<file path="src/hw/fwos_defs.vh">
// constants of the flash write operation sequencer
`ifndef FWOS_DEFS_VH
`define FWOS_DEFS_VH
`define FWOS_A_CTL_LO 8'h00
`define FWOS_A_CTL_HI 8'h04
`define FWOS_A_SEC_LO 8'h08
`define FWOS_A_SEC_HI 8'h0C
`define FWOS_A_ADR_LO 8'h10
`define FWOS_A_ADR_HI 8'h14
`define FWOS_A_DAT0 8'h18
`define FWOS_A_DAT1 8'h1C
`define FWOS_A_DAT2 8'h20
`define FWOS_A_DAT3 8'h24
`define FWOS_A_ERR 8'h28
`define FWOS_A_TAU 8'h2C
`define FWOS_A_STAT 8'h30
`define FWOS_A_NV_WP 8'h34
`define FWOS_A_NV_AP0 8'h38
`define FWOS_A_NV_PDS 8'h3C
`define FWOS_A_NV_PEN 8'h40
`define FWOS_B_START 15
`define FWOS_B_SUSPEND_REQUEST 14
`define FWOS_B_SER 11
`define FWOS_SEL_MASK 16'h3900
`define FWOS_OP_WPG 16'h2000
`define FWOS_OP_DWORD_PROG_SELECT 16'h1000
`define FWOS_OP_SER 16'h0800
`define FWOS_OP_SPR 16'h0100
`define FWOS_PR_HI 16'h0008
`define FWOS_PR_WP 16'hDFB4
`define FWOS_PR_AP0 16'hDFB8
`define FWOS_PR_AP1 16'hDFBC
`define FWOS_NV_RST 16'hFFFF
`define FWOS_ZERO16 16'h0000
`define FWOS_B_ODD 2
`define FWOS_B_ACCP 0
`define FWOS_B_DBGP 1
`define FWOS_E_RESUME_ERROR_FLAG 0
`define FWOS_E_WPE 1
`define FWOS_E_PAE 2
`define FWOS_E_REJ 3
`define FWOS_STRB16 4'h3
`define FWOS_RESP_OK 2'h0
`define FWOS_RESP_ERR 2'h2
`define FWOS_CLK_NS 40
`define FWOS_PROG_NS 400
`define FWOS_DPROG_NS 600
`define FWOS_ERASE_NS 2000
`define FWOS_SPR_NS 400
`define FWOS_CYC(ns) (((ns) + `FWOS_CLK_NS - 1) / `FWOS_CLK_NS)
`endif

</file>
<file path="src/hw/fwos_axil_port.v">
// axi4-lite slave front end, one write and one read in flight
`include "fwos_defs.vh"
`default_nettype none
module fwos_axil_port (
	input wire sys_clk, // system clock
	input wire sys_rst, // synchronous reset, active high
	input wire [7:0] awaddr, // write address
	input wire awvalid, // write address valid
	output wire awready, // write address ready
	input wire [31:0] wdata, // write data
	input wire [3:0] wstrb, // write byte strobes
	input wire wvalid, // write data valid
	output wire wready, // write data ready
	output reg [1:0] bresp, // write response
	output reg bvalid, // write response valid
	input wire bready, // write response ready
	input wire [7:0] araddr, // read address
	input wire arvalid, // read address valid
	output wire arready, // read address ready
	output reg [31:0] rdata, // read data
	output reg [1:0] rresp, // read response
	output reg rvalid, // read data valid
	input wire rready, // read data ready
	output wire wr_en, // register write pulse
	output reg [7:0] wr_addr, // register write address
	output reg [31:0] wr_data, // register write data
	output reg [3:0] wr_strb, // register write strobes
	input wire wr_err, // write refused
	output wire rd_en, // register read pulse
	input wire [31:0] rd_data, // register read data
	input wire rd_err // read address unmapped
);
	reg aw_full_r;
	reg w_full_r;
	assign awready = !aw_full_r && !bvalid;
	assign wready = !w_full_r && !bvalid;
	assign wr_en = aw_full_r && w_full_r && !bvalid;
	assign arready = !rvalid;
	assign rd_en = arvalid && !rvalid;
	always @(posedge sys_clk) begin
		if (sys_rst) begin
			aw_full_r <= 1'b0;
			w_full_r <= 1'b0;
			wr_addr <= 8'h00;
			wr_data <= 32'h0000_0000;
			wr_strb <= 4'h0;
			bvalid <= 1'b0;
			bresp <= `FWOS_RESP_OK;
			rvalid <= 1'b0;
			rdata <= 32'h0000_0000;
			rresp <= `FWOS_RESP_OK;
		end else begin
			if (awvalid && awready) begin
				aw_full_r <= 1'b1;
				wr_addr <= awaddr;
			end
			if (wvalid && wready) begin
				w_full_r <= 1'b1;
				wr_data <= wdata;
				wr_strb <= wstrb;
			end
			if (wr_en) begin
				aw_full_r <= 1'b0;
				w_full_r <= 1'b0;
				bvalid <= 1'b1;
				bresp <= wr_err ? `FWOS_RESP_ERR : `FWOS_RESP_OK;
			end else if (bvalid && bready) begin
				bvalid <= 1'b0;
			end
			if (rd_en) begin
				rvalid <= 1'b1;
				rdata <= rd_data;
				rresp <= rd_err ? `FWOS_RESP_ERR : `FWOS_RESP_OK;
			end else if (rvalid && rready) begin
				rvalid <= 1'b0;
			end
		end
	end
endmodule // fwos_axil_port
`default_nettype wire

</file>
<file path="src/hw/fwos_op_timer.v">
// down counter that stands in for the duration of one array operation
`default_nettype none
module fwos_op_timer (
	input wire sys_clk, // system clock
	input wire sys_rst, // synchronous reset, active high
	input wire load, // start a new count
	input wire [11:0] load_val, // cycles, at least one
	input wire run, // count only while high, hold otherwise
	output wire done // last counting cycle
);
	reg [11:0] cnt_r;
	assign done = run && (cnt_r == 12'h001);
	always @(posedge sys_clk) begin
		if (sys_rst) begin
			cnt_r <= 12'h000;
		end else if (load) begin
			cnt_r <= load_val;
		end else if (run && cnt_r != 12'h000) begin
			cnt_r <= cnt_r - 12'h001;
		end
	end
endmodule // fwos_op_timer
`default_nettype wire

</file>
<file path="src/hw/fwos_top.v">
// flash write operation sequencer with its register file
`include "fwos_defs.vh"
`default_nettype none
module fwos_top (
	input wire sys_clk, // system clock, 25 MHz
	input wire sys_rst, // synchronous reset, active high
	input wire [7:0] s_axi_awaddr, // write address
	input wire s_axi_awvalid, // write address valid
	output wire s_axi_awready, // write address ready
	input wire [31:0] s_axi_wdata, // write data
	input wire [3:0] s_axi_wstrb, // write strobes
	input wire s_axi_wvalid, // write data valid
	output wire s_axi_wready, // write data ready
	output wire [1:0] s_axi_bresp, // write response
	output wire s_axi_bvalid, // write response valid
	input wire s_axi_bready, // write response ready
	input wire [7:0] s_axi_araddr, // read address
	input wire s_axi_arvalid, // read address valid
	output wire s_axi_arready, // read address ready
	output wire [31:0] s_axi_rdata, // read data
	output wire [1:0] s_axi_rresp, // read response
	output wire s_axi_rvalid, // read data valid
	input wire s_axi_rready, // read data ready
	input wire fetch_from_flash, // cpu currently fetches from flash
	output reg array_strobe_r, // one-cycle commit pulse to the array
	output reg [15:0] array_op_r, // select bits of committed op
	output reg [31:0] array_addr_r, // committed byte address
	output reg [63:0] array_data_r, // committed data, word 1 high
	output reg [31:0] array_sectors_r, // committed erase mask
	output wire access_protect_on, // access protection in force
	output wire debug_protect_on // debug protection in force
);
	localparam [1:0] S_IDLE = 2'h0;
	localparam [1:0] S_RUN = 2'h1;
	localparam [1:0] S_SUSPEND_REQUEST = 2'h2;
	localparam [1:0] S_NEST = 2'h3;
	localparam [31:0] PROG_CYC = `FWOS_CYC(`FWOS_PROG_NS);
	localparam [31:0] DPROG_CYC = `FWOS_CYC(`FWOS_DPROG_NS);
	localparam [31:0] ERASE_CYC = `FWOS_CYC(`FWOS_ERASE_NS);
	localparam [31:0] SPR_CYC = `FWOS_CYC(`FWOS_SPR_NS);

	wire wr_en;
	wire [7:0] wr_addr;
	wire [31:0] wr_data;
	wire [3:0] wr_strb;
	reg wr_err;
	reg rd_err;
	reg [31:0] rd_data;

	reg [1:0] state_r;
	reg [15:0] ctl_lo_r;
	reg [15:0] ctl_hi_r;
	reg [15:0] sec_lo_r;
	reg [15:0] sec_hi_r;
	reg [15:0] adr_lo_r;
	reg [15:0] adr_hi_r;
	reg [15:0] data_r [0:3];
	reg [3:0] err_r;
	reg temp_unprotect_bit_r;
	reg [15:0] nv_wp_r;
	reg [15:0] nv_ap0_r;
	reg [15:0] nv_pds_r;
	reg [15:0] nv_pen_r;
	reg [15:0] run_sel_r;
	reg [15:0] nest_sel_r;
	reg main_load;
	reg nest_load;
	reg [11:0] main_len;
	reg [11:0] nest_len;
	wire main_done;
	wire nest_done;

	wire [15:0] w16 = wr_data[15:0];
	wire [15:0] wsel = w16 & `FWOS_SEL_MASK;
	wire perm_dis = |(~nv_pds_r & nv_pen_r);
	wire prot = ~nv_ap0_r[`FWOS_B_ACCP] & ~temp_unprotect_bit_r & ~perm_dis;
	wire ctl_region = wr_addr <= `FWOS_A_DAT3;
	wire map_wr = ctl_region || wr_addr == `FWOS_A_ERR ||
		wr_addr == `FWOS_A_TAU;
	wire wr_ok = wr_en && !wr_err;
	wire wr_ctl = wr_ok && wr_addr == `FWOS_A_CTL_HI;
	wire wstart = w16[`FWOS_B_START];
	wire wsusp = w16[`FWOS_B_SUSPEND_REQUEST];
	wire sel_one = wsel == `FWOS_OP_WPG || wsel == `FWOS_OP_DWORD_PROG_SELECT ||
		wsel == `FWOS_OP_SER || wsel == `FWOS_OP_SPR;
	wire is_prog = wsel == `FWOS_OP_WPG || wsel == `FWOS_OP_DWORD_PROG_SELECT;
	wire prog_wp = !nv_wp_r[adr_lo_r[15:12]];
	wire erase_wp = |(sec_lo_r & ~nv_wp_r);
	wire launch_wp = (is_prog && prog_wp) ||
		(wsel == `FWOS_OP_SER && erase_wp);

	assign access_protect_on = prot;
	assign debug_protect_on = ~nv_ap0_r[`FWOS_B_DBGP] & ~perm_dis;

	fwos_axil_port u_port (
		.sys_clk(sys_clk),
		.sys_rst(sys_rst),
		.awaddr(s_axi_awaddr),
		.awvalid(s_axi_awvalid),
		.awready(s_axi_awready),
		.wdata(s_axi_wdata),
		.wstrb(s_axi_wstrb),
		.wvalid(s_axi_wvalid),
		.wready(s_axi_wready),
		.bresp(s_axi_bresp),
		.bvalid(s_axi_bvalid),
		.bready(s_axi_bready),
		.araddr(s_axi_araddr),
		.arvalid(s_axi_arvalid),
		.arready(s_axi_arready),
		.rdata(s_axi_rdata),
		.rresp(s_axi_rresp),
		.rvalid(s_axi_rvalid),
		.rready(s_axi_rready),
		.wr_en(wr_en),
		.wr_addr(wr_addr),
		.wr_data(wr_data),
		.wr_strb(wr_strb),
		.wr_err(wr_err),
		.rd_en(),
		.rd_data(rd_data),
		.rd_err(rd_err)
	);

	// erase or top-level op; frozen while suspended
	fwos_op_timer u_main_tmr (
		.sys_clk(sys_clk),
		.sys_rst(sys_rst),
		.load(main_load),
		.load_val(main_len),
		.run(state_r == S_RUN),
		.done(main_done)
	);

	// program running inside an erase suspend
	fwos_op_timer u_nest_tmr (
		.sys_clk(sys_clk),
		.sys_rst(sys_rst),
		.load(nest_load),
		.load_val(nest_len),
		.run(state_r == S_NEST),
		.done(nest_done)
	);

	// refusal of a write at the bus
	always @* begin
		wr_err = 1'b0;
		if (!map_wr)
			wr_err = 1'b1;
		if (wr_strb != `FWOS_STRB16)
			wr_err = 1'b1;
		if (ctl_region && prot)
			wr_err = 1'b1;
		if (wr_addr == `FWOS_A_TAU && w16[0] && !fetch_from_flash)
			wr_err = 1'b1;
	end

	always @* begin
		rd_err = 1'b0;
		rd_data = 32'h0000_0000;
		case (s_axi_araddr)
		`FWOS_A_CTL_LO: rd_data[15:0] = ctl_lo_r;
		`FWOS_A_CTL_HI: rd_data[15:0] = ctl_hi_r;
		`FWOS_A_SEC_LO: rd_data[15:0] = sec_lo_r;
		`FWOS_A_SEC_HI: rd_data[15:0] = sec_hi_r;
		`FWOS_A_ADR_LO: rd_data[15:0] = adr_lo_r;
		`FWOS_A_ADR_HI: rd_data[15:0] = adr_hi_r;
		`FWOS_A_DAT0: rd_data[15:0] = data_r[0];
		`FWOS_A_DAT1: rd_data[15:0] = data_r[1];
		`FWOS_A_DAT2: rd_data[15:0] = data_r[2];
		`FWOS_A_DAT3: rd_data[15:0] = data_r[3];
		`FWOS_A_ERR: rd_data[3:0] = err_r;
		`FWOS_A_TAU: rd_data[0] = temp_unprotect_bit_r;
		`FWOS_A_STAT: rd_data[5:0] = {perm_dis, debug_protect_on, prot,
			state_r == S_NEST, state_r == S_SUSPEND_REQUEST, state_r != S_IDLE};
		`FWOS_A_NV_WP: rd_data[15:0] = nv_wp_r;
		`FWOS_A_NV_AP0: rd_data[15:0] = nv_ap0_r;
		`FWOS_A_NV_PDS: rd_data[15:0] = nv_pds_r;
		`FWOS_A_NV_PEN: rd_data[15:0] = nv_pen_r;
		default: rd_err = 1'b1;
		endcase
	end

	// operation length and timer loads
	always @* begin
		main_load = 1'b0;
		nest_load = 1'b0;
		case (wsel)
		`FWOS_OP_WPG: main_len = PROG_CYC[11:0];
		`FWOS_OP_DWORD_PROG_SELECT: main_len = DPROG_CYC[11:0];
		`FWOS_OP_SER: main_len = ERASE_CYC[11:0];
		default: main_len = SPR_CYC[11:0];
		endcase
		nest_len = (wsel == `FWOS_OP_DWORD_PROG_SELECT) ? DPROG_CYC[11:0] :
			PROG_CYC[11:0];
		if (wr_ctl && wstart && !wsusp && sel_one && !launch_wp) begin
			if (state_r == S_IDLE)
				main_load = 1'b1;
			if (state_r == S_SUSPEND_REQUEST && run_sel_r == `FWOS_OP_SER &&
				is_prog)
				nest_load = 1'b1;
		end
	end

	// commit of a finished operation
	task finish_op;
		input [15:0] sel;
		begin
			ctl_hi_r <= `FWOS_ZERO16;
			if (sel == `FWOS_OP_SPR) begin
				if (adr_hi_r != `FWOS_PR_HI) begin
					err_r[`FWOS_E_PAE] <= 1'b1;
				end else begin
					case (adr_lo_r)
					`FWOS_PR_WP: nv_wp_r <= nv_wp_r & data_r[0];
					`FWOS_PR_AP0: nv_ap0_r <= nv_ap0_r & data_r[0];
					`FWOS_PR_AP1: begin
						// one-way bits cap the pairs at 16
						nv_pds_r <= nv_pds_r & data_r[0];
						nv_pen_r <= nv_pen_r & (data_r[1] | nv_pds_r);
					end
					default: err_r[`FWOS_E_PAE] <= 1'b1;
					endcase
				end
			end else begin
				array_strobe_r <= 1'b1;
				array_op_r <= sel;
				array_addr_r <= {adr_hi_r, adr_lo_r};
				if (sel == `FWOS_OP_DWORD_PROG_SELECT)
					array_addr_r[`FWOS_B_ODD] <= 1'b0;
				array_data_r <= {data_r[3], data_r[2], data_r[1],
					data_r[0]};
				array_sectors_r <= {sec_hi_r, sec_lo_r};
				if (sel == `FWOS_OP_SER) begin
					sec_lo_r <= `FWOS_ZERO16;
					sec_hi_r <= `FWOS_ZERO16;
				end
			end
		end
	endtask

	always @(posedge sys_clk) begin
		if (sys_rst) begin
			state_r <= S_IDLE;
			ctl_lo_r <= `FWOS_ZERO16;
			ctl_hi_r <= `FWOS_ZERO16;
			sec_lo_r <= `FWOS_ZERO16;
			sec_hi_r <= `FWOS_ZERO16;
			adr_lo_r <= `FWOS_ZERO16;
			adr_hi_r <= `FWOS_ZERO16;
			data_r[0] <= `FWOS_ZERO16;
			data_r[1] <= `FWOS_ZERO16;
			data_r[2] <= `FWOS_ZERO16;
			data_r[3] <= `FWOS_ZERO16;
			err_r <= 4'h0;
			temp_unprotect_bit_r <= 1'b0;
			nv_wp_r <= `FWOS_NV_RST;
			nv_ap0_r <= `FWOS_NV_RST;
			nv_pds_r <= `FWOS_NV_RST;
			nv_pen_r <= `FWOS_NV_RST;
			run_sel_r <= `FWOS_ZERO16;
			nest_sel_r <= `FWOS_ZERO16;
			array_strobe_r <= 1'b0;
			array_op_r <= `FWOS_ZERO16;
			array_addr_r <= 32'h0000_0000;
			array_data_r <= 64'h0000_0000_0000_0000;
			array_sectors_r <= 32'h0000_0000;
		end else begin
			array_strobe_r <= 1'b0;
			if (wr_en && wr_err)
				err_r[`FWOS_E_REJ] <= 1'b1;
			if (wr_ok) begin
				case (wr_addr)
				`FWOS_A_CTL_LO: ctl_lo_r <= w16;
				`FWOS_A_SEC_LO: sec_lo_r <= w16;
				`FWOS_A_SEC_HI: sec_hi_r <= w16;
				`FWOS_A_ADR_LO: adr_lo_r <= w16;
				`FWOS_A_ADR_HI: adr_hi_r <= w16;
				`FWOS_A_DAT0: data_r[0] <= w16;
				`FWOS_A_DAT1: data_r[1] <= w16;
				`FWOS_A_DAT2: data_r[2] <= w16;
				`FWOS_A_DAT3: data_r[3] <= w16;
				`FWOS_A_ERR: err_r <= err_r & w16[3:0];
				`FWOS_A_TAU: temp_unprotect_bit_r <= w16[0];
				default: ;
				endcase
			end
			case (state_r)
			S_IDLE: begin
				if (wr_ctl) begin
					ctl_hi_r <= w16;
					if (wstart && (wsusp || !sel_one)) begin
						ctl_hi_r[`FWOS_B_START] <= 1'b0;
					end else if (wstart && launch_wp) begin
						err_r[`FWOS_E_WPE] <= 1'b1;
						ctl_hi_r <= `FWOS_ZERO16;
					end else if (wstart) begin
						run_sel_r <= wsel;
						state_r <= S_RUN;
					end
				end
			end
			S_RUN: begin
				if (main_done) begin
					finish_op(run_sel_r);
					state_r <= S_IDLE;
				end else if (wr_ctl && wsusp &&
					run_sel_r != `FWOS_OP_SPR) begin
					ctl_hi_r <= run_sel_r | (16'h0001 << `FWOS_B_SUSPEND_REQUEST);
					state_r <= S_SUSPEND_REQUEST;
				end
			end
			S_SUSPEND_REQUEST: begin
				if (wr_ctl) begin
					ctl_hi_r <= w16;
					if (wstart && wsusp) begin
						ctl_hi_r[`FWOS_B_START] <= 1'b0;
					end else if (wstart && wsel == run_sel_r) begin
						state_r <= S_RUN;
					end else if (wstart && nest_load) begin
						nest_sel_r <= wsel;
						ctl_hi_r <= w16 & ~(`FWOS_OP_SER |
							(16'h0001 << `FWOS_B_SUSPEND_REQUEST));
						state_r <= S_NEST;
					end else if (wstart && is_prog && launch_wp &&
						run_sel_r == `FWOS_OP_SER) begin
						err_r[`FWOS_E_WPE] <= 1'b1;
						ctl_hi_r <= `FWOS_ZERO16;
					end else if (wstart) begin
						err_r[`FWOS_E_RESUME_ERROR_FLAG] <= 1'b1;
						ctl_hi_r <= `FWOS_ZERO16;
						state_r <= S_IDLE;
					end
				end
			end
			S_NEST: begin
				// suspend and other control writes are dropped while the program runs
				if (nest_done) begin
					finish_op(nest_sel_r);
					state_r <= S_SUSPEND_REQUEST;
				end
			end
			default: state_r <= S_IDLE;
			endcase
		end
	end
endmodule // fwos_top
`default_nettype wire

</file>
<file path="config.mk">
export PLATFORM = sky130hd
export DESIGN_NAME = fwos_top
export DESIGN_NICKNAME = d
export VERILOG_FILES = /design/src/hw/fwos_axil_port.v /design/src/hw/fwos_op_timer.v /design/src/hw/fwos_top.v
export VERILOG_INCLUDE_DIRS = /design/src /design/src/hw
export SDC_FILE = /design/constraint.sdc
export NUM_CORES = 1
export LEC_CHECK = 0
export ABC_AREA = 1
export BUFFER_PORTS_ARGS = -buffer_cell sky130_fd_sc_hd__buf_4
export CORE_UTILIZATION = 35
export DETAILED_ROUTE_END_ITERATION = 10
export SLEW_MARGIN = 20
export SYNTH_ARGS = -nofsm -noshare
export SYNTH_HDL_FRONTEND = slang
export SYNTH_HIERARCHICAL = 1
export SYNTH_SLANG_ARGS = --single-unit
</file>
<file path="constraint.sdc">
create_clock -name sys_clk -period 4.2 [get_ports sys_clk]
set_input_delay 0.21 -clock sys_clk [delete_from_list [all_inputs] [get_ports sys_clk]]
set_output_delay 0.21 -clock sys_clk [all_outputs]
set_load 0.05 [all_outputs]
</file>
# Word level (Yosys, flattened, before mapping)
# Memory sizes are Yosys's and may differ from the RTL's.
# Index checks and enable logic that the tools add are counted.
# totals
regBits,396
latchBits,0
mem_bits_rw,64
romBits,0
out_inout_bits,188
wordCells,378
mem_count,1
# memory_table
name,depth,width,rd,rd_ports_with_merged_regs,write_ports,line,rtl
data_r,4,16,4,0,4,fwos_top.v:57,reg [15:0] data_r [0:3];
# classes
addsub,2
multipliers,0
n_div,0
order_cmp,2
n_eq_ne,64
n_shift,0
muxes,172
bitwise,25
reduce_logical,80
# op_table
cell,n
$mux 16,56
$mux 32,8
$mux 64,4
$pmux 16 s2,7
$pmux 10 s14,1
$pmux 32 s2,2
$pmux 64 s2,1
$and 16x16->16,6
$eq 8x6->1 const B,12
$eq 8x5->1 const B,8
$pmux 16 s4,1
$mux 15,4
$mux 1,53
$eq 16x16->1 const B,3
$mux 12,4
$pmux 3 s16,1
$mux 2,19
$logic_and 1x1->1,37
$eq 8x4->1 const B,4
$not 16->16,2
$reduce_or 16->1,2
$pmux 2 s15,1
$eq 12x1->1 const B,2
$reduce_bool 12->1,2
other kinds (43),105

# Logic depth before layout (Yosys ltp)
# depth
word_depth,22
depth_mapped,19
depth_no_buf,16

# By module
# The synthesis kept the hierarchy.
# by_module_without_submodules
module,n_inst,cells_per_inst,area_per_inst_um2,seq_area_each_um2
fwos_top,1,1986,15690.0,8087.8
fwos_axil_port,1,460,3279.4,1641.6
fwos_op_timer,2,150,877.1,240.2

# Least setup slack after synthesis
# No wires, ideal clock.
# synth_timing
path_kind,reg2reg
from,register u_port.bvalid
to,memory data_r[3][0] (enable)
setup_time_ns,0.411
t_arrival_ns,2.389
required_ns,3.789
setup_slack_ns,1.400
stages_incl_launch_ff,6
cell_sequence,dfxtp_1 -> inv_1 -> nand3_1 -> inv_1 -> nand3_4 -> o21ai_0
# synth_rtl
item,line,rtl
"start, declared",fwos_axil_port.v:15,"output reg bvalid,"
"start signal, assigned",fwos_axil_port.v:47,bvalid <= 1'b0;
"start signal, assigned",fwos_axil_port.v:65,bvalid <= 1'b1;
"start signal, assigned",fwos_axil_port.v:68,bvalid <= 1'b0;
"end, declared",fwos_top.v:57,

# Worst setup path in the final report
# layout_timing
from,register u_port.wr_data[11]
to,register u_nest_tmr.cnt_r[1]
# layout_between
elab_chain_cells,8
# layout_lines
item,line,rtl
"start, declared",fwos_axil_port.v:26,"output reg [31:0] wr_data,"
"start signal, assigned",fwos_axil_port.v:59,wr_data <= wdata;
$eq 4x4->1 (no source line) / $eq 4x3->1 (equally long branches),n/a,
$logic_or 1x1->1 (no source line),n/a,
$logic_or 1x1->1 (no source line) / $logic_and 1x1->1 (equally long branches),n/a,
$logic_or 1x1->1 (on tied branches),n/a,
$logic_and 1x1->1 / $logic_not 1->1 (equally long branches),fwos_top.v:196,if (wr_ctl && wstart && !wsusp && sel_one && !launch_wp) begin
$logic_and 1x1->1,fwos_top.v:196,
$mux 1 *,fwos_top.v:196,
via nest_load,fwos_top.v:67,reg nest_load;
$mux 12 / $reduce_bool 2->1 (equally long branches),n/a,
"end signal, assigned",fwos_op_timer.v:17,cnt_r <= load_val;
"end signal, assigned",fwos_op_timer.v:19,cnt_r <= cnt_r - 12'h001;
"end, declared",fwos_op_timer.v:11,reg [11:0] cnt_r;
# Mark *: on every way through the listed nets, which the timed path passes. The rest lies on a longest branch.
# A chain may end at the register's enable or synchronous reset.

==> reports/qor.tcl <==
set qor(routed_via_density) 5.214
set qor(antenna_cells_inserted) 0
set qor(hold_path_depth) 3
set qor(peakVddDrop_v) 0.0002653
set qor(critical_path_peak_fanout) 20
set qor(post-place-cells) 3550
set qor(detail_route.first_pass.iterations) 6
set qor(cts_made_buffers) 51
set qor(cap_viol_max_count) 0
set qor(min_to) {u_port/wr_addr[2]$_SDFFE_PP0P_}
set qor(syn-mean-instance-area_um2) 7.575
set qor(htreeDepth) 2
set qor(synth.cell_area_mm2) 0.02004
set qor(drt.antenna.violating_nets) 0
set qor(antenna_found_initial) 0
set qor(placement_rows) 87
set qor(clockBufferDepth) 3
set qor(combined_area_of_the_multi_input_logic_cells_mm2) 0.008637
set qor(cellPowerDensity_mw_per_mm2) 406.5
set qor(first_global_vias) 17590
set qor(criticalPathCategory) {reg2reg}
set qor(setup.worst_path.end_class) {flip-flop}
set qor(cts_tree) {built}
set qor(synth-warning-count) 6
set qor(drt_iter0_markers) 1624
set qor(clock.fmax_mhz) 301.8
set qor(power.total_w) 0.009925
set qor(post-route-worst-setup-slack_ns) 0.8864
set qor(cts.root.buffer_cell) {sky130_fd_sc_hd__clkbuf_16}
set qor(timing.final.setup_violations) 0
set qor(globalRouteOverflowTotal) 0
set qor(die_w_um) 241.3
set qor(timing.setup.tns_ns) 0
set qor(routed_wire_length_per_instance_um) 20.51
set qor(detailedPlacementHpwl_mm) 53.82
set qor(critical_path_arrival_ns) 3.80
set qor(ff2ff_setup_slack_ns) 0.89
set qor(outcome) {complete, no violations}
set qor(post_route_cells_drive_above_1_share) 0.1350
set qor(timing.final.max_slew_violations) 0
set qor(worstReg2RegStart) {u_port/wr_data[11]$_SDFFE_PP0P_}
set qor(cpMostUsedCell) {sky130_fd_sc_hd__inv_1}
set qor(areaGrowthSynthToFinish_pct) 21.80
set qor(fp.coreArea_mm2) 0.05650
set qor(clkSlewWorstSetupHoldPaths_ns) 0.06
set qor(wl_mm) 75.36
set qor(postCtsSetupBuffers) 0
set qor(r2r_end) {u_nest_tmr/cnt_r[1]$_SDFFE_PP0P_}
set qor(globalplace.congestion) 0.9727
set qor(design.die.area_mm2) 0.05823
set qor(critical_path.cell_chain) {buf_4, inv_1, nand4_1, a21oi_1, nand3_1, inv_1, nand2_2, inv_1, inv_2, nand2_4, clkinv_2, nor2_1, nor2_1}
set qor(grt_first_pass_wirelength_mm) 110.7
set qor(syn-instance-count) 2646
set qor(gr-usage-all-layers) 0.2536
set qor(cpLargestDelayFamily) {buffers and inverters}
set qor(timing_hold_violations_final) 0
set qor(min-delay-start) {s_axi_awvalid}
set qor(io_buffers) 217
set qor(post-route-drc-count) 0
set qor(cts_repair_resized_insts) 0
set qor(clock_skew_ns) 0.02483
set qor(chipHeight_um) 241.3
set qor(sequential_cell_area_mm2) 0.009889
set qor(dp_worst_setup_slack_ns) 0.9799
set qor(layout.cells.non_filler) 3674
set qor(fin_crit_sh) 0.7889
set qor(cts_hold_repair.buffers) 31
set qor(timing_worst_slew_pin_value_ns) 0.9944
set qor(p_leak_nw) 10.89
set qor(final.min_clock_period_ns) 3.314
set qor(crit_path_top_delay_cell) {sky130_fd_sc_hd__inv_1}
set qor(cp-start-kind) {flip-flop}
set qor(layout.nets) 2944
set qor(worst-path-buf-inv) 6
set qor(largest_incremental_delay_on_the_critical_path_ns) 0.57
set qor(clkSinkCount) 462
set qor(worstHoldPathType) {in2reg}
set qor(grt_start_max_net_pins) 181
set qor(clk-insertion-delay-late_ns) 0.61
set qor(relative_slew_margins) 0.3370
set qor(boundaryPins) 248
set qor(initial_util) 0.3548
set qor(rsz0062_at_grt) {no}
set qor(vias) 19160
set qor(r2r.worst_path.cells) 13
set qor(cp_data_required_time_ns) 4.69
set qor(nFillCells) 5678
routing by layer:
layer  GRT usage  up-vias  routed length, µm
met5           0        -                  0
met4      0.1034        0               2923
met3     0.04205      140               5340
met2      0.4059      751              34500
met1      0.3390     9052              32600
li1            -     9213                  -
worst max path at each step:
stage	startpoint	end	slack, ns	cells after the start
6_report	u_port/wr_data[11]$_SDFFE_PP0P_	u_nest_tmr/cnt_r[1]$_SDFFE_PP0P_	0.89	13
5_1_grt	u_port/wr_data[11]$_SDFFE_PP0P_	u_nest_tmr/cnt_r[7]$_SDFFE_PP0P_	0.72	16
4_1_cts	u_port/wr_data[11]$_SDFFE_PP0P_	u_nest_tmr/cnt_r[1]$_SDFFE_PP0P_	0.97	13
3_5_place_dp	u_port/wr_data[11]$_SDFFE_PP0P_	u_nest_tmr/cnt_r[1]$_SDFFE_PP0P_	0.98	13
3_3_place_gp	u_port/wr_data[11]$_SDFFE_PP0P_	u_nest_tmr/cnt_r[1]$_SDFFE_PP0P_	1.06	13
2_1_floorplan	u_port/bvalid$_SDFFE_PP0P_	data_r[3][0]$_SDFFCE_PN0P_	1.40	5
cell type report:
type | instances | share of cell area
clock buffers | 73 | 0.05975
clock inverters | 20 | 0.01061
inverters | 248 | 0.03859
multi-input cells | 1823 | 0.3538
flip-flops and latches | 462 | 0.4051
well taps | 756 | 0.03874
repair buffers | 292 | 0.09348
cells in the final DEF, fill, tap and decap left out, drive strengths merged, types with 8 or more instances in the layout:
master	count
nor4	8
nand4	24
clkinv	22
conb	47
buf	261
nor3	15
inv	240
o31ai	19
o21ai	335
o22ai	28
dfxtp	398
a21oi	178
nand3	126
a22o	12
edfxtp	64
a221oi	35
a211oi	34
dlygate4sd3	31
clkbuf	73
nand2	388
nor2	529
per-stage QoR:
stage	util	cell area, µm²	hold WS [ns]
2_1_floorplan	-	20210	0.2791
3_3_place_gp	0.3963	22390	0.4414
3_5_place_dp	0.3963	22390	0.4467
4_1_cts	0.4322	24410	0.003635
5_1_grt	0.4322	24410	0.05661
6_report	0.4322	24410	0.02690
worst min-delay path, cell delays in order:
cell	delay [ns]
sky130_fd_sc_hd__buf_4	0.19
sky130_fd_sc_hd__a21oi_1	0.09
sky130_fd_sc_hd__nor2_1	0.09
sequential cells by signal (all words and copies together) (netlist names), 32 cells and up:
register and cells:
array_addr_r 32, array_data_r 64, array_sectors_r 32, data_r 64, u_port/rdata 32
power breakdown:
group	internal, W	total [W]	switching (W)
combinational	0.000177	0.000668	0.000491
clock	0.00273	0.00462	0.00189
sequential	0.00455	0.00464	0.0000854
Note: power is estimated with default switching activity, not from simulation.
